===== config.mk =====
export PLATFORM = sky130hd
export DESIGN_NAME = pwmtc_top
export DESIGN_NICKNAME = d
export VERILOG_FILES = /design/src/hdl/pwmtc_pkg.sv /design/src/hdl/pwmtc_counter.sv /design/src/hdl/pwmtc_pin.sv /design/src/hdl/pwmtc_top.sv
export VERILOG_INCLUDE_DIRS = /design/src /design/src/hdl
export SDC_FILE = /design/constraint.sdc
export NUM_CORES = 1
export LEC_CHECK = 0
export BUFFER_PORTS_ARGS = -buffer_cell sky130_fd_sc_hd__clkbuf_2
export CORE_UTILIZATION = 55
export CTS_BUF_LIST = sky130_fd_sc_hd__clkbuf_8
export CTS_CLUSTER_DIAMETER = 30
export DETAILED_ROUTE_END_ITERATION = 16
export PLACE_DENSITY_LB_ADDON = 0.05
export REMOVE_ABC_BUFFERS = 1
export SYNTH_ARGS = -nofsm -noshare
export SYNTH_HDL_FRONTEND = slang
export SYNTH_SLANG_ARGS = --single-unit

===== constraint.sdc =====
create_clock -name core_clk_i -period 3.35 [get_ports core_clk_i]
set_clock_uncertainty 0.1 [all_clocks]
set_input_delay 0.67 -clock core_clk_i [delete_from_list [all_inputs] [get_ports core_clk_i]]
set_output_delay 0.67 -clock core_clk_i [all_outputs]
set_load 0.02 [all_outputs]

===== src/hdl/pwmtc_defs.svh =====
// pwm timer channel 0: register map, field positions and reset values
// assumes the plain register port of pwmtc_top (8-bit address, 16-bit data)
`ifndef PWMTC_DEFS_SVH
`define PWMTC_DEFS_SVH
// register addresses
`define PWMTC_A_CLK_GATE  8'h00
`define PWMTC_A_START     8'h01
`define PWMTC_A_IRQ_MASK  8'h02
`define PWMTC_A_IRQ_FLAG  8'h03
`define PWMTC_A_PRIO_LOW  8'h04
`define PWMTC_A_PRIO_HIGH 8'h05
`define PWMTC_A_MODE      8'h06
`define PWMTC_A_PIN_FUNC  8'h07
`define PWMTC_A_OUT_DIS   8'h08
`define PWMTC_A_INIT_LVL  8'h09
`define PWMTC_A_CNT_CTRL  8'h0a
`define PWMTC_A_CMP_IEN   8'h0b
`define PWMTC_A_CMP_STAT  8'h0c
`define PWMTC_A_COUNTER   8'h0d
// general registers a..d sit at 8'h10..8'h13, low two bits pick one
`define PWMTC_GR_PAGE     6'h04
// field positions
`define PWMTC_B_GATE      4
`define PWMTC_B_START     0
`define PWMTC_B_MODE_SEL  2
`define PWMTC_B_IRQ       1
`define PWMTC_B_BUF_C     4
`define PWMTC_B_BUF_D     5
`define PWMTC_B_SYNC      0
`define PWMTC_B_CCLR_LSB  5
// reset values and encodings
`define PWMTC_R_OUT_DIS   4'hf
`define PWMTC_R_IRQ_MASK  1'h1
`define PWMTC_R_PRIO      2'h3
`define PWMTC_R_GR        16'hffff
`define PWMTC_CCLR_MATCH_A 3'h1
`endif


===== src/hdl/pwmtc_pkg.sv =====
// pwm timer channel 0: shared types
// assumes pwmtc_defs.svh holds every number
package pwmtc_pkg;
   typedef logic [7:0] pwmtc_addr_t;
   // behaviour of one timer pin
   typedef enum logic {
      PWMTC_PIN_CMP,
      PWMTC_PIN_PWM
   } pwmtc_pin_mode_t;
endpackage : pwmtc_pkg


===== src/hdl/pwmtc_counter.sv =====
// pwm timer channel 0: up counter with four compare matches
// assumes the count source is core_clk_i and hold_i is synchronous
`timescale 1ns/1ps
module pwmtc_counter #(
   parameter int W = 16
) (
   input  wire logic         core_clk_i,
   input  wire logic         resetn_i,
   input  wire logic         hold_i,
   input  wire logic         run_i,
   input  wire logic         clear_i,
   input  wire logic         load_i,
   input  wire logic [W-1:0] load_val_i,
   input  wire logic [W-1:0] cmp_a_i,
   input  wire logic [W-1:0] cmp_b_i,
   input  wire logic [W-1:0] cmp_c_i,
   input  wire logic [W-1:0] cmp_d_i,
   output logic      [W-1:0] count_o,
   output logic      [3:0]   match_o
);
   logic [W-1:0] count_ff;

   // a match only counts while running, so a stopped timer raises no event
   assign match_o = {4{run_i}} & {count_ff == cmp_d_i, count_ff == cmp_c_i,
                                  count_ff == cmp_b_i, count_ff == cmp_a_i};
   assign count_o = count_ff;

   // software load beats the clear so a written value is never lost
   always_ff @(posedge core_clk_i or negedge resetn_i) begin
      if (!resetn_i) begin
         count_ff <= '0;
      end else if (hold_i) begin
         count_ff <= '0;
      end else if (load_i) begin
         count_ff <= load_val_i;
      end else if (clear_i) begin
         count_ff <= '0;
      end else if (run_i) begin
         count_ff <= count_ff + 1'b1;
      end
   end
endmodule : pwmtc_counter


===== src/hdl/pwmtc_pin.sv =====
// pwm timer channel 0: level of one timer pin
// assumes set_i is the period match and clr_i the pin's own match
`timescale 1ns/1ps
module pwmtc_pin (
   input  wire logic                       core_clk_i,
   input  wire logic                       resetn_i,
   input  wire logic                       hold_i,
   input  wire logic                       init_i,
   input  wire logic                       init_lvl_i,
   input  wire pwmtc_pkg::pwmtc_pin_mode_t mode_i,
   input  wire logic                       set_i,
   input  wire logic                       clr_i,
   output logic                            pin_o
);
   import pwmtc_pkg::*;
   logic pin_ff;

   assign pin_o = pin_ff;

   // pwm: active at the period match, inactive at the own match;
   // compare: toggle at the own match. the own match wins a tie, so
   // a duty register equal to the period gives a constant inactive pin
   always_ff @(posedge core_clk_i or negedge resetn_i) begin
      if (!resetn_i) begin
         pin_ff <= 1'b0;
      end else if (hold_i) begin
         pin_ff <= 1'b0;
      end else if (init_i) begin
         pin_ff <= init_lvl_i;
      end else begin
         case (mode_i)
            PWMTC_PIN_PWM: begin
               if (clr_i) begin
                  pin_ff <= 1'b0;
               end else if (set_i) begin
                  pin_ff <= 1'b1;
               end
            end
            PWMTC_PIN_CMP: begin
               if (clr_i) begin
                  pin_ff <= ~pin_ff;
               end
            end
            default: pin_ff <= pin_ff;
         endcase
      end
   end
endmodule : pwmtc_pin


===== src/hdl/pwmtc_top.sv =====
// pwm timer channel 0: clock gate, start control, interrupt request,
// buffer and pin function selection around one 16-bit counter
// assumes a same-clock register master and count source = core_clk_i
//
// Behaviour
// - gate off: stop, ignore timer writes, hold reset
// - gate on: timer runs, registers read/write
// - start bit stops or starts the counter
// - mode select: stop or continue at match a
// - mask bit blocks servicing of the interrupt
// - request flag pending; writing 0 clears
// - two-bit priority, level 0 highest
// - c register: general or buffer for a
// - d register: general or buffer for b
// - sync bit: channels independent or synchronous
// - d and c pins: compare or pwm
// - b pin: compare or pwm
// - clear select 001 clears at match a
// - initial level: inactive or active at start
// - output disable returns pin to port
//
// The address-and-strobe port and the address map were decided locally.
`timescale 1ns/1ps
`include "pwmtc_defs.svh"
module pwmtc_top #(
   parameter int W = 16
) (
   input  wire logic                   core_clk_i,
   input  wire logic                   resetn_i,
   input  wire pwmtc_pkg::pwmtc_addr_t addr_i,
   input  wire logic [W-1:0]           wdata_i,
   input  wire logic                   wr_i,
   input  wire logic                   rd_i,
   input  wire logic                   ch1_clear_i,
   output logic      [W-1:0]           rdata_o,
   output logic                        irq_o,
   output logic      [1:0]             irq_prio_o,
   output logic      [3:0]             pin_o,
   output logic      [3:0]             pin_oe_o,
   output logic                        sync_clear_o
);
   import pwmtc_pkg::*;

   // interrupt controller side, not part of the gated timer
   logic            gate_ff;
   logic            mk_ff;
   logic            if_ff;
   logic [1:0]      pr_ff;
   logic            irq_ff;
   logic [1:0]      prio_ff;
   // timer side, held in reset while the gate is off, except the read path
   logic            start_ff;
   logic            mode_ff;
   logic            bfc_ff;
   logic            bfd_ff;
   logic            sync_ff;
   logic [2:0]      pwm_ff;
   logic [3:0]      dis_ff;
   logic [3:0]      lvl_ff;
   logic [2:0]      cclr_ff;
   logic [3:0]      ier_ff;
   logic [3:0]      imf_ff;
   logic [W-1:0]    gr_ff [4];
   logic [3:0]      oe_ff;
   logic            sclr_ff;
   logic [W-1:0]    rdata_ff;
   logic [W-1:0]    rd_mux;
   // internal wires
   logic            hold;
   logic            twr;
   logic            gr_hit;
   logic [W-1:0]    count;
   logic [3:0]      match;
   logic            cnt_clear;
   logic            start_pulse;
   logic [3:0]      pwm_sel;
   pwmtc_pin_mode_t pin_mode [4];
   logic [3:0]      pin_lvl;

   // the whole timer sits in reset and ignores writes while ungated
   assign hold   = ~gate_ff;
   assign twr    = wr_i & gate_ff;
   assign gr_hit = (addr_i[7:2] == `PWMTC_GR_PAGE);

   // a write of 1 to a stopped counter loads the initial pin levels
   assign start_pulse = twr & (addr_i == `PWMTC_A_START)
                        & wdata_i[`PWMTC_B_START] & ~start_ff;

   // only the clear-at-a encoding clears locally; the other channel may
   // clear this one too when the two run synchronously
   assign cnt_clear = (match[0] & (cclr_ff == `PWMTC_CCLR_MATCH_A))
                      | (ch1_clear_i & sync_ff);

   // pin a has no pwm select and always behaves as compare
   assign pwm_sel = {pwm_ff, 1'b0};

   // peripheral clock gate, survives the timer reset it controls
   always_ff @(posedge core_clk_i or negedge resetn_i) begin
      if (!resetn_i) begin
         gate_ff <= 1'b0;
      end else if (wr_i && addr_i == `PWMTC_A_CLK_GATE) begin
         gate_ff <= wdata_i[`PWMTC_B_GATE];
      end
   end

   // count start; software write beats the hardware stop at match a
   always_ff @(posedge core_clk_i or negedge resetn_i) begin
      if (!resetn_i) begin
         start_ff <= 1'b0;
         mode_ff  <= 1'b0;
      end else if (hold) begin
         start_ff <= 1'b0;
         mode_ff  <= 1'b0;
      end else if (twr && addr_i == `PWMTC_A_START) begin
         start_ff <= wdata_i[`PWMTC_B_START];
         mode_ff  <= wdata_i[`PWMTC_B_MODE_SEL];
      end else if (match[0] && !mode_ff) begin
         start_ff <= 1'b0;
      end
   end

   // mode, pin function, output disable, initial level, clear select
   always_ff @(posedge core_clk_i or negedge resetn_i) begin
      if (!resetn_i) begin
         bfc_ff  <= 1'b0;
         bfd_ff  <= 1'b0;
         sync_ff <= 1'b0;
         pwm_ff  <= '0;
         dis_ff  <= `PWMTC_R_OUT_DIS;
         lvl_ff  <= '0;
         cclr_ff <= '0;
         ier_ff  <= '0;
      end else if (hold) begin
         bfc_ff  <= 1'b0;
         bfd_ff  <= 1'b0;
         sync_ff <= 1'b0;
         pwm_ff  <= '0;
         dis_ff  <= `PWMTC_R_OUT_DIS;
         lvl_ff  <= '0;
         cclr_ff <= '0;
         ier_ff  <= '0;
      end else if (twr) begin
         case (addr_i)
            `PWMTC_A_MODE: begin
               bfc_ff  <= wdata_i[`PWMTC_B_BUF_C];
               bfd_ff  <= wdata_i[`PWMTC_B_BUF_D];
               sync_ff <= wdata_i[`PWMTC_B_SYNC];
            end
            `PWMTC_A_PIN_FUNC: pwm_ff  <= wdata_i[2:0];
            `PWMTC_A_OUT_DIS:  dis_ff  <= wdata_i[3:0];
            `PWMTC_A_INIT_LVL: lvl_ff  <= wdata_i[3:0];
            `PWMTC_A_CNT_CTRL: cclr_ff <= wdata_i[`PWMTC_B_CCLR_LSB +: 3];
            `PWMTC_A_CMP_IEN:  ier_ff  <= wdata_i[3:0];
            default: ;
         endcase
      end
   end

   // general registers; c and d feed a and b at the period match when
   // buffered, so software can change duty without a glitched period
   for (genvar g = 0; g < 4; g++) begin : g_gr
      always_ff @(posedge core_clk_i or negedge resetn_i) begin
         if (!resetn_i) begin
            gr_ff[g] <= `PWMTC_R_GR;
         end else if (hold) begin
            gr_ff[g] <= `PWMTC_R_GR;
         end else if (twr && gr_hit && addr_i[1:0] == 2'(g)) begin
            gr_ff[g] <= wdata_i;
         end else if (g == 0 && bfc_ff && match[0]) begin
            gr_ff[g] <= gr_ff[2];
         end else if (g == 1 && bfd_ff && match[0]) begin
            gr_ff[g] <= gr_ff[3];
         end
      end
   end

   // compare match status: sticky, write one to clear, a match wins
   always_ff @(posedge core_clk_i or negedge resetn_i) begin
      if (!resetn_i) begin
         imf_ff <= '0;
      end else if (hold) begin
         imf_ff <= '0;
      end else if (twr && addr_i == `PWMTC_A_CMP_STAT) begin
         imf_ff <= (imf_ff & ~wdata_i[3:0]) | match;
      end else begin
         imf_ff <= imf_ff | match;
      end
   end

   // mask and priority live outside the timer, so the gate leaves them
   always_ff @(posedge core_clk_i or negedge resetn_i) begin
      if (!resetn_i) begin
         mk_ff <= `PWMTC_R_IRQ_MASK;
         pr_ff <= `PWMTC_R_PRIO;
      end else if (wr_i) begin
         case (addr_i)
            `PWMTC_A_IRQ_MASK:  mk_ff    <= wdata_i[`PWMTC_B_IRQ];
            `PWMTC_A_PRIO_LOW:  pr_ff[0] <= wdata_i[`PWMTC_B_IRQ];
            `PWMTC_A_PRIO_HIGH: pr_ff[1] <= wdata_i[`PWMTC_B_IRQ];
            default: ;
         endcase
      end
   end

   // request flag: an enabled match sets it even in the clearing cycle
   always_ff @(posedge core_clk_i or negedge resetn_i) begin
      if (!resetn_i) begin
         if_ff <= 1'b0;
      end else if (|(match & ier_ff)) begin
         if_ff <= 1'b1;
      end else if (wr_i && addr_i == `PWMTC_A_IRQ_FLAG) begin
         if_ff <= wdata_i[`PWMTC_B_IRQ];
      end
   end

   // the mask only blocks servicing; the flag keeps pending underneath
   always_ff @(posedge core_clk_i or negedge resetn_i) begin
      if (!resetn_i) begin
         irq_ff  <= 1'b0;
         prio_ff <= `PWMTC_R_PRIO;
      end else begin
         irq_ff  <= if_ff & ~mk_ff;
         prio_ff <= pr_ff;
      end
   end

   // pin drive enable: disabled pins go back to the general port
   always_ff @(posedge core_clk_i or negedge resetn_i) begin
      if (!resetn_i) begin
         oe_ff <= '0;
      end else begin
         oe_ff <= {4{gate_ff}} & ~dis_ff;
      end
   end

   // clear event offered to the other channel in synchronous mode
   always_ff @(posedge core_clk_i or negedge resetn_i) begin
      if (!resetn_i) begin
         sclr_ff <= 1'b0;
      end else begin
         sclr_ff <= sync_ff & match[0] &
                    (cclr_ff == `PWMTC_CCLR_MATCH_A);
      end
   end

   // read mux; unmapped addresses and unused bits read as zero
   always_comb begin
      rd_mux = '0;
      case (addr_i)
         `PWMTC_A_CLK_GATE:  rd_mux[`PWMTC_B_GATE] = gate_ff;
         `PWMTC_A_START: begin
            rd_mux[`PWMTC_B_START]    = start_ff;
            rd_mux[`PWMTC_B_MODE_SEL] = mode_ff;
         end
         `PWMTC_A_IRQ_MASK:  rd_mux[`PWMTC_B_IRQ] = mk_ff;
         `PWMTC_A_IRQ_FLAG:  rd_mux[`PWMTC_B_IRQ] = if_ff;
         `PWMTC_A_PRIO_LOW:  rd_mux[`PWMTC_B_IRQ] = pr_ff[0];
         `PWMTC_A_PRIO_HIGH: rd_mux[`PWMTC_B_IRQ] = pr_ff[1];
         `PWMTC_A_MODE: begin
            rd_mux[`PWMTC_B_BUF_C] = bfc_ff;
            rd_mux[`PWMTC_B_BUF_D] = bfd_ff;
            rd_mux[`PWMTC_B_SYNC]  = sync_ff;
         end
         `PWMTC_A_PIN_FUNC:  rd_mux[2:0] = pwm_ff;
         `PWMTC_A_OUT_DIS:   rd_mux[3:0] = dis_ff;
         `PWMTC_A_INIT_LVL:  rd_mux[3:0] = lvl_ff;
         `PWMTC_A_CNT_CTRL:  rd_mux[`PWMTC_B_CCLR_LSB +: 3] = cclr_ff;
         `PWMTC_A_CMP_IEN:   rd_mux[3:0] = ier_ff;
         `PWMTC_A_CMP_STAT:  rd_mux[3:0] = imf_ff;
         `PWMTC_A_COUNTER:   rd_mux = count;
         default: begin
            if (gr_hit) begin
               rd_mux = gr_ff[addr_i[1:0]];
            end
         end
      endcase
   end

   // read data stands only in the cycle after the strobe
   always_ff @(posedge core_clk_i or negedge resetn_i) begin
      if (!resetn_i) begin
         rdata_ff <= '0;
      end else if (rd_i) begin
         rdata_ff <= rd_mux;
      end else begin
         rdata_ff <= '0;
      end
   end

   pwmtc_counter #(
      .W (W)
   ) u_counter (
      .core_clk_i (core_clk_i),
      .resetn_i   (resetn_i),
      .hold_i     (hold),
      .run_i      (start_ff),
      .clear_i    (cnt_clear),
      .load_i     (twr && addr_i == `PWMTC_A_COUNTER),
      .load_val_i (wdata_i),
      .cmp_a_i    (gr_ff[0]),
      .cmp_b_i    (gr_ff[1]),
      .cmp_c_i    (gr_ff[2]),
      .cmp_d_i    (gr_ff[3]),
      .count_o    (count),
      .match_o    (match)
   );

   // one pin per general register; period set comes from match a
   for (genvar p = 0; p < 4; p++) begin : g_pin
      assign pin_mode[p] = pwm_sel[p] ? PWMTC_PIN_PWM : PWMTC_PIN_CMP;
      pwmtc_pin u_pin (
         .core_clk_i (core_clk_i),
         .resetn_i   (resetn_i),
         .hold_i     (hold),
         .init_i     (start_pulse),
         .init_lvl_i (lvl_ff[p]),
         .mode_i     (pin_mode[p]),
         .set_i      (match[0]),
         .clr_i      (match[p]),
         .pin_o      (pin_lvl[p])
      );
   end

   assign rdata_o      = rdata_ff;
   assign irq_o        = irq_ff;
   assign irq_prio_o   = prio_ff;
   assign pin_o        = pin_lvl;
   assign pin_oe_o     = oe_ff;
   assign sync_clear_o = sclr_ff;
endmodule : pwmtc_top


==> summary.md, run 1 <==
| Metric | Value |
|---|---|
| Post-synthesis compound-gate area fraction | `0.106` |
| DP Worst Slack | `522 ps` |
| Top cells by count, synth | `169 x nand2_1, 74 x nand3_1, 73 x dfstp_2` |
| Critical path arrival | `3110 ps` |
| Clock sink count | `140` |
| Remaining DRCs | `0` |
| Period utilization | `0.841` |
| Adder-cell share of the synthesized area | `0.00147` |
| Mapped Area | `8530 sq um` |
| Worst Hold Class | `primary input to async pin` |
| Die height | `127 um` |
| Die area | `16,000 sq um` |
| Syn avg cell area | `9.51 sq um` |
| Post-Synth Simple-Gate Area | `0.222` |
| R2R Setup Slk | `530 ps` |
| Hold Fails Final Rpt | `0` |
| RR Endpoint | `gr_ff[54]` |
| Total grt overflow | `0` |
| DR vias | `7,432` |
| Yosys warns | `0` |
| Top cell type's share of synthesized area | `0.225` |
| PD cells | `373 nW/um^2` |
| Total area of sequential cells | `3600 sq um` |
| Pwr Total | `3.51 mW` |
| Cell family with most CP delay | `simple AND/OR/NAND/NOR gates` |
| R2R Path Start | `u_counter.count_o[8]` |
| Cell Area, Placed | `8950 sq um` |
| Global-route usage over all layers | `0.373` |
| Post-synth top flop | `dfstp_2` |
| Mux share of post-synthesis cell area | `0.127` |
| Count of state elements after synthesis | `140` |
| Post-synth cell types | `74` |
| Vias in the first global route | `7,162` |
| Worst slew pin tran | `874 ps` |
| Core ar. | `15,100 sq um` |
| Fin cells | `1,140` |
| Worst Slack Setup Final | `533 ps` |
| Mapped Cells | `897` |
| R2R depth | `6` |
| Clock slew at reported path FFs | `80 ps` |
| H-tree level count | `4` |
| Worst slew margin | `0.409` |
| CP cell instances | `xor2_1 -> nor4b_1 -> and4bb_2 -> nand3_1 -> nand3_2 -> mux2_1` |
| Largest net degree at the start of global routing | `59` |
| Top post-synthesis cells by area | `dfstp_2 22%, dfrtp_1 20%, nand2_1 7.4%` |
| Row count | `45` |
| Post-CTS setup buffers | `0` |
| Max Transition Viols Final | `0` |
| Die X-Extent | `127 um` |
| Max VDD drop | `0.426 mV` |
| Clk buf depth | `2` |
| First-pass GRT wire length | `43,500 um` |
| Dominant cell by count in the synthesized netlist | `nand2_1` |
| Max-cap viol count | `0` |
| Finished Cell Area | `9410 sq um` |
| Initial Util | `0.563` |
| Clk_lat worst skew | `480 ps` |
| CP max stage delay | `570 ps` |
| FMAX | `355 MHz` |
| Startpoint types | `flip-flop` |
| Slowest cell on crit path | `dfrtp_1` |
| CTS resizes | `0` |
| Drt pass-1 iters | `5` |
| Root Buffer | `clkbuf_8` |
| DPL Wire Length | `20,300 um` |
| # fillers | `1,286` |
| Post-DRT Antenna Nets | `0` |
| FFs w/ async S/R, synth | `1.00` |
| RSZ-0062 raised after global routing | `no` |
| Endpoints failing setup | `0` |
| Crit path kind | `flip-flop to flip-flop` |
| # port buffers | `56` |
| Outcome | `completed` |
| Final wirelength | `28,400 um` |
| Worst hold slack | `59.6 ps` |
| Share of post-route cells with drive strength above 1 | `0.279` |
| Routability cong. | `0.989` |
| NumNets Final | `968` |
| Setup crit end kind | `flip-flop` |
| WP buf/inv | `0` |
| Num CTS Buffers | `17` |
| Crit Path Max Fanout | `16` |
| Synth Area in XOR/XNOR | `0.0698` |
| Crit path from | `u_counter.count_o[8]` |
| Footprint of the multi-input gates | `4500 sq um` |
| Hold_buf cts | `0` |
| IO Count | `57` |
| CTS tree | `built` |
| Largest family of logic cells by synthesized area | `simple AND/OR/NAND/NOR gates` |
| 1st-iter DRT viols | `707` |
| Area Overhead vs Synth | `10.3%` |
| Worst endpoint required time | `3640 ps` |
| Period minus WS final | `2820 ps` |
| TNS Setup | `0 ps` |
| Biggest area consumer among synthesized cells | `dfstp_2` |
| Utilization after layout | `0.621` |
| Placed cell count | `1,107` |
| Register area share after synthesis | `0.422` |
| P_leak | `3.92 nW` |
| Initial antenna violation count | `1` |
| WL per Instance | `24.9 um` |
| Number of synthesized flops with an enable pin | `0` |
| Vias per cell | `6.52` |
worst max-delay path by stage:
stage	endpoint	slack [ps]	cells after the start
final	gr_ff[54]	530	6
after global routing	gr_ff[54]	450	6
after CTS	gr_ff[54]	610	6
after detailed placement	u_counter.count_o[3]	520	7
after global placement	lvl_ff[0]	540	6
after floorplan	gr_ff[37]	-630	3
report_power, final:
part / internal, mW / switching [mW]
combinational: 0.0596 / 0.171
sequential: 1.70 / 0.00532
clock: 0.858 / 0.709
flip-flops by register name, summed over array words and instances (netlist names), 3 cells and up:
name / flops
pwm_ff: 3
g_pin.u_pin.pin_o: 4
gr_ff: 64
lvl_ff: 4
ier_ff: 4
imf_ff: 4
rdata_o: 16
pin_oe_o: 4
dis_ff: 4
u_counter.count_o: 16
cclr_ff: 3
placed cells by master, fill, tap and decap left out, types with 25 or more instances in the layout:
cell type	instances
dfrtp_1	66
a21oi_1	36
nor2_1	60
clkbuf_2	55
nand2_1	169
o21ai_0	28
nand3_1	74
buf_4	37
dfstp_2	73
mux2i_1	25
xor2_1	49
layout make-up:
class                      count  share of cell area
tap                          188              0.0250
multi-input combinational    678               0.478
timing repair buffer          95              0.0643
clock inverter                13              0.0198
clock buffer                  19              0.0278
sequential                   140               0.382
antenna                        1            0.000266
inverter                       6             0.00239
routing by layer:
| layer | track usage | routed length (um) |
|---|---|---|
| met5 | 0 | 0 |
| met4 | 0.139 | 891 |
| met3 | 0.112 | 3110 |
| met2 | 0.558 | 12700 |
| met1 | 0.512 | 11700 |
kinds of logic (layout without fill, tap and decap cells):
kind of cell    Yosys count  after routing
xor+xnor                 68             68
compound gates          137            137
fa+ha+maj                 1              1
flops                   140            140
other cells               0              1
simple gates            392            392
buf+inv                  79            133
mux                      80             80
Power figures use the tool's default switching activity.
==> run 2: changes to the inputs <==
Clock period 3.35 ns to 2.5 ns, I/O delays scaled along.
==> run 2 against run 1 <==
Effect of this change: flip-flop and latch count did not move; die area did not move; hold slack improved by 150 ps; sequential share of layout area fell by 1.4 points; count of clock-buffer cells in the layout did not move; critical endpoint is now gr_ff[62].
==> summary.md, run 2 (same netlist as run 1, synthesis figures left out) <==
| Metric | Value |
|---|---|
| Clock sink count | `140 (unchanged)` |
| Startpoint types | `flip-flop` |
| Clock slew at reported path FFs | `80 ps (about the same)` |
| Clk buf depth | `2 (unchanged)` |
| First-pass GRT wire length | `44,400 um (+2.0%)` |
| Period utilization | `0.959 (+0.118)` |
| Worst endpoint required time | `2790 ps (-850 ps)` |
| Routability cong. | `0.986 (-0.35%)` |
| Total grt overflow | `0 (unchanged)` |
| RSZ-0062 raised after global routing | `no` |
| H-tree level count | `4 (unchanged)` |
| Worst Hold Class | `primary input to flip-flop` |
| Commonest non-fill, non-tap cell in the layout | `nand2_1` |
| Crit Path Max Fanout | `11 (-5)` |
| Initial antenna violation count | `1 (unchanged)` |
| Top reg by flops | `gr_ff` |
| Crit path kind | `flip-flop to flip-flop` |
| Max reg flops | `64 (unchanged)` |
| Ant diodes | `0 (-1)` |
| NumNets Final | `1,010 (+4.3%)` |
| Root Buffer | `clkbuf_8` |
| FMAX | `417 MHz (+17%)` |
| Endpoints failing setup | `0 (unchanged)` |
| Period minus WS final | `2400 ps (-419 ps)` |
| DR vias | `7,785 (+4.7%)` |
| PD cells | `473 nW/um^2 (+27%)` |
| DPL Wire Length | `21,200 um (+4.6%)` |
| Area Overhead vs Synth | `14.5%` |
| Vias in the first global route | `7,390 (+3.2%)` |
| Worst slew margin | `0.552 (+0.143)` |
| Initial Util | `0.563 (unchanged)` |
| WL per Instance | `24.7 um (-0.97%)` |
| Vias per cell | `6.59 (+1.1%)` |
| Die area | `16,000 sq um (unchanged)` |
| Max Transition Viols Final | `0 (unchanged)` |
| Drt pass-1 iters | `7 (+2)` |
| Hold Fails Final Rpt | `0 (unchanged)` |
| Global-route usage over all layers | `0.379 (+0.00649)` |
| Worst slew pin tran | `671 ps (-204 ps)` |
| Clk_lat worst skew | `480 ps (about the same)` |
| Most frequent cells in the layout | `169 x nand2_1, 74 x nand3_1, 73 x dfstp_2, 73 x buf_4, 66 x dfrtp_1` |
| P_leak | `4.15 nW (+5.9%)` |
| Num CTS Buffers | `17 (unchanged)` |
| Max VDD drop | `0.564 mV (+32%)` |
| Share of post-route cells with drive strength above 1 | `0.307 (+0.0285)` |
| Pwr Total | `4.62 mW (+32%)` |
| Remaining DRCs | `0 (unchanged)` |
| Largest net degree at the start of global routing | `53 (-10%)` |
| Setup crit end kind | `flip-flop` |
| TNS Setup | `0 ps (unchanged)` |
| Final wirelength | `29,200 um (+2.6%)` |
| CTS tree | `built` |
| 1st-iter DRT viols | `934 (+32%)` |
| Core ar. | `15,100 sq um (unchanged)` |
| Die height | `127 um (unchanged)` |
| # port buffers | `56 (unchanged)` |
| Row count | `45 (unchanged)` |
| Max-cap viol count | `0 (unchanged)` |
| Post-DRT Antenna Nets | `0 (unchanged)` |
| Die X-Extent | `127 um (unchanged)` |
| Outcome | `completed` |
| IO Count | `57 (unchanged)` |
| Critical path arrival | `2690 ps (-420 ps)` |
==> run 2: worst paths after layout <==
kind	from	end	slack [ps]	cells after the start
min	wdata_i[11]	gr_ff[27]	210	3
max	gr_ff[57]	gr_ff[62]	100	7
max in group asynchronous	resetn_i	gr_ff[50]	1140	3
min reg2reg	pr_ff[0]	irq_prio_o[0]	280	0
min in group asynchronous	resetn_i	gate_ff	470	2
max reg2reg	gr_ff[57]	gr_ff[62]	100	7
==> run 2: per-stage QoR <==
stage                     instances  instance area, sq um  utilization  hold WS (ps)  worst slack (ps)
after detailed placement       1148                  9330        0.616           275             -27.4
after global placement         1148                  9330        0.616           268             -53.1
after global routing           1181                  9760        0.645           218             0.932
after floorplan                 824                  8110            -           104             -1480
final                          1181                  9760        0.645           208               102
after CTS                      1181                  9760        0.644           198              91.6
==> run 2: what timing repair did <==
action,4_1_cts,5_1_grt
setup buffers,0,0
hold buffers,1,0
gates resized for setup,0,1
setup endpoints to repair,0,11
hold endpoints to repair,35,0
==> run 2: power by group <==
group / switching, mW / internal, mW
registers: 0.00599 / 2.28
logic: 0.237 / 0.103
clock network: 0.950 / 1.04
==> run 2: worst max-delay path: stages, from the launching register on <==
cell,delay [ps]
dfstp_2,560
xor2_1,100
or4_1,580
nor3_4,200
nand3_1,120
nand3_2,150
buf_12,170
mux2_1,330
==> run 2: metal layers <==
metal	GRT usage	vias to the layer above	wire, um
met3	0.0650	64	2570
met5	0	-	13
met2	0.566	431	13000
met4	0.142	2	800
met1	0.554	3939	12700
li1	-	3349	-
==> run 2: area by class of cell <==
cell class                 instances  area [sq um]
multi-input combinational        678          4500
fill                            1288          5380
clock inverter                    13           161
clock buffer                      19           262
inverter                           6          22.5
sequential                       140          3600
tap                              188           235
timing repair buffer             137           985
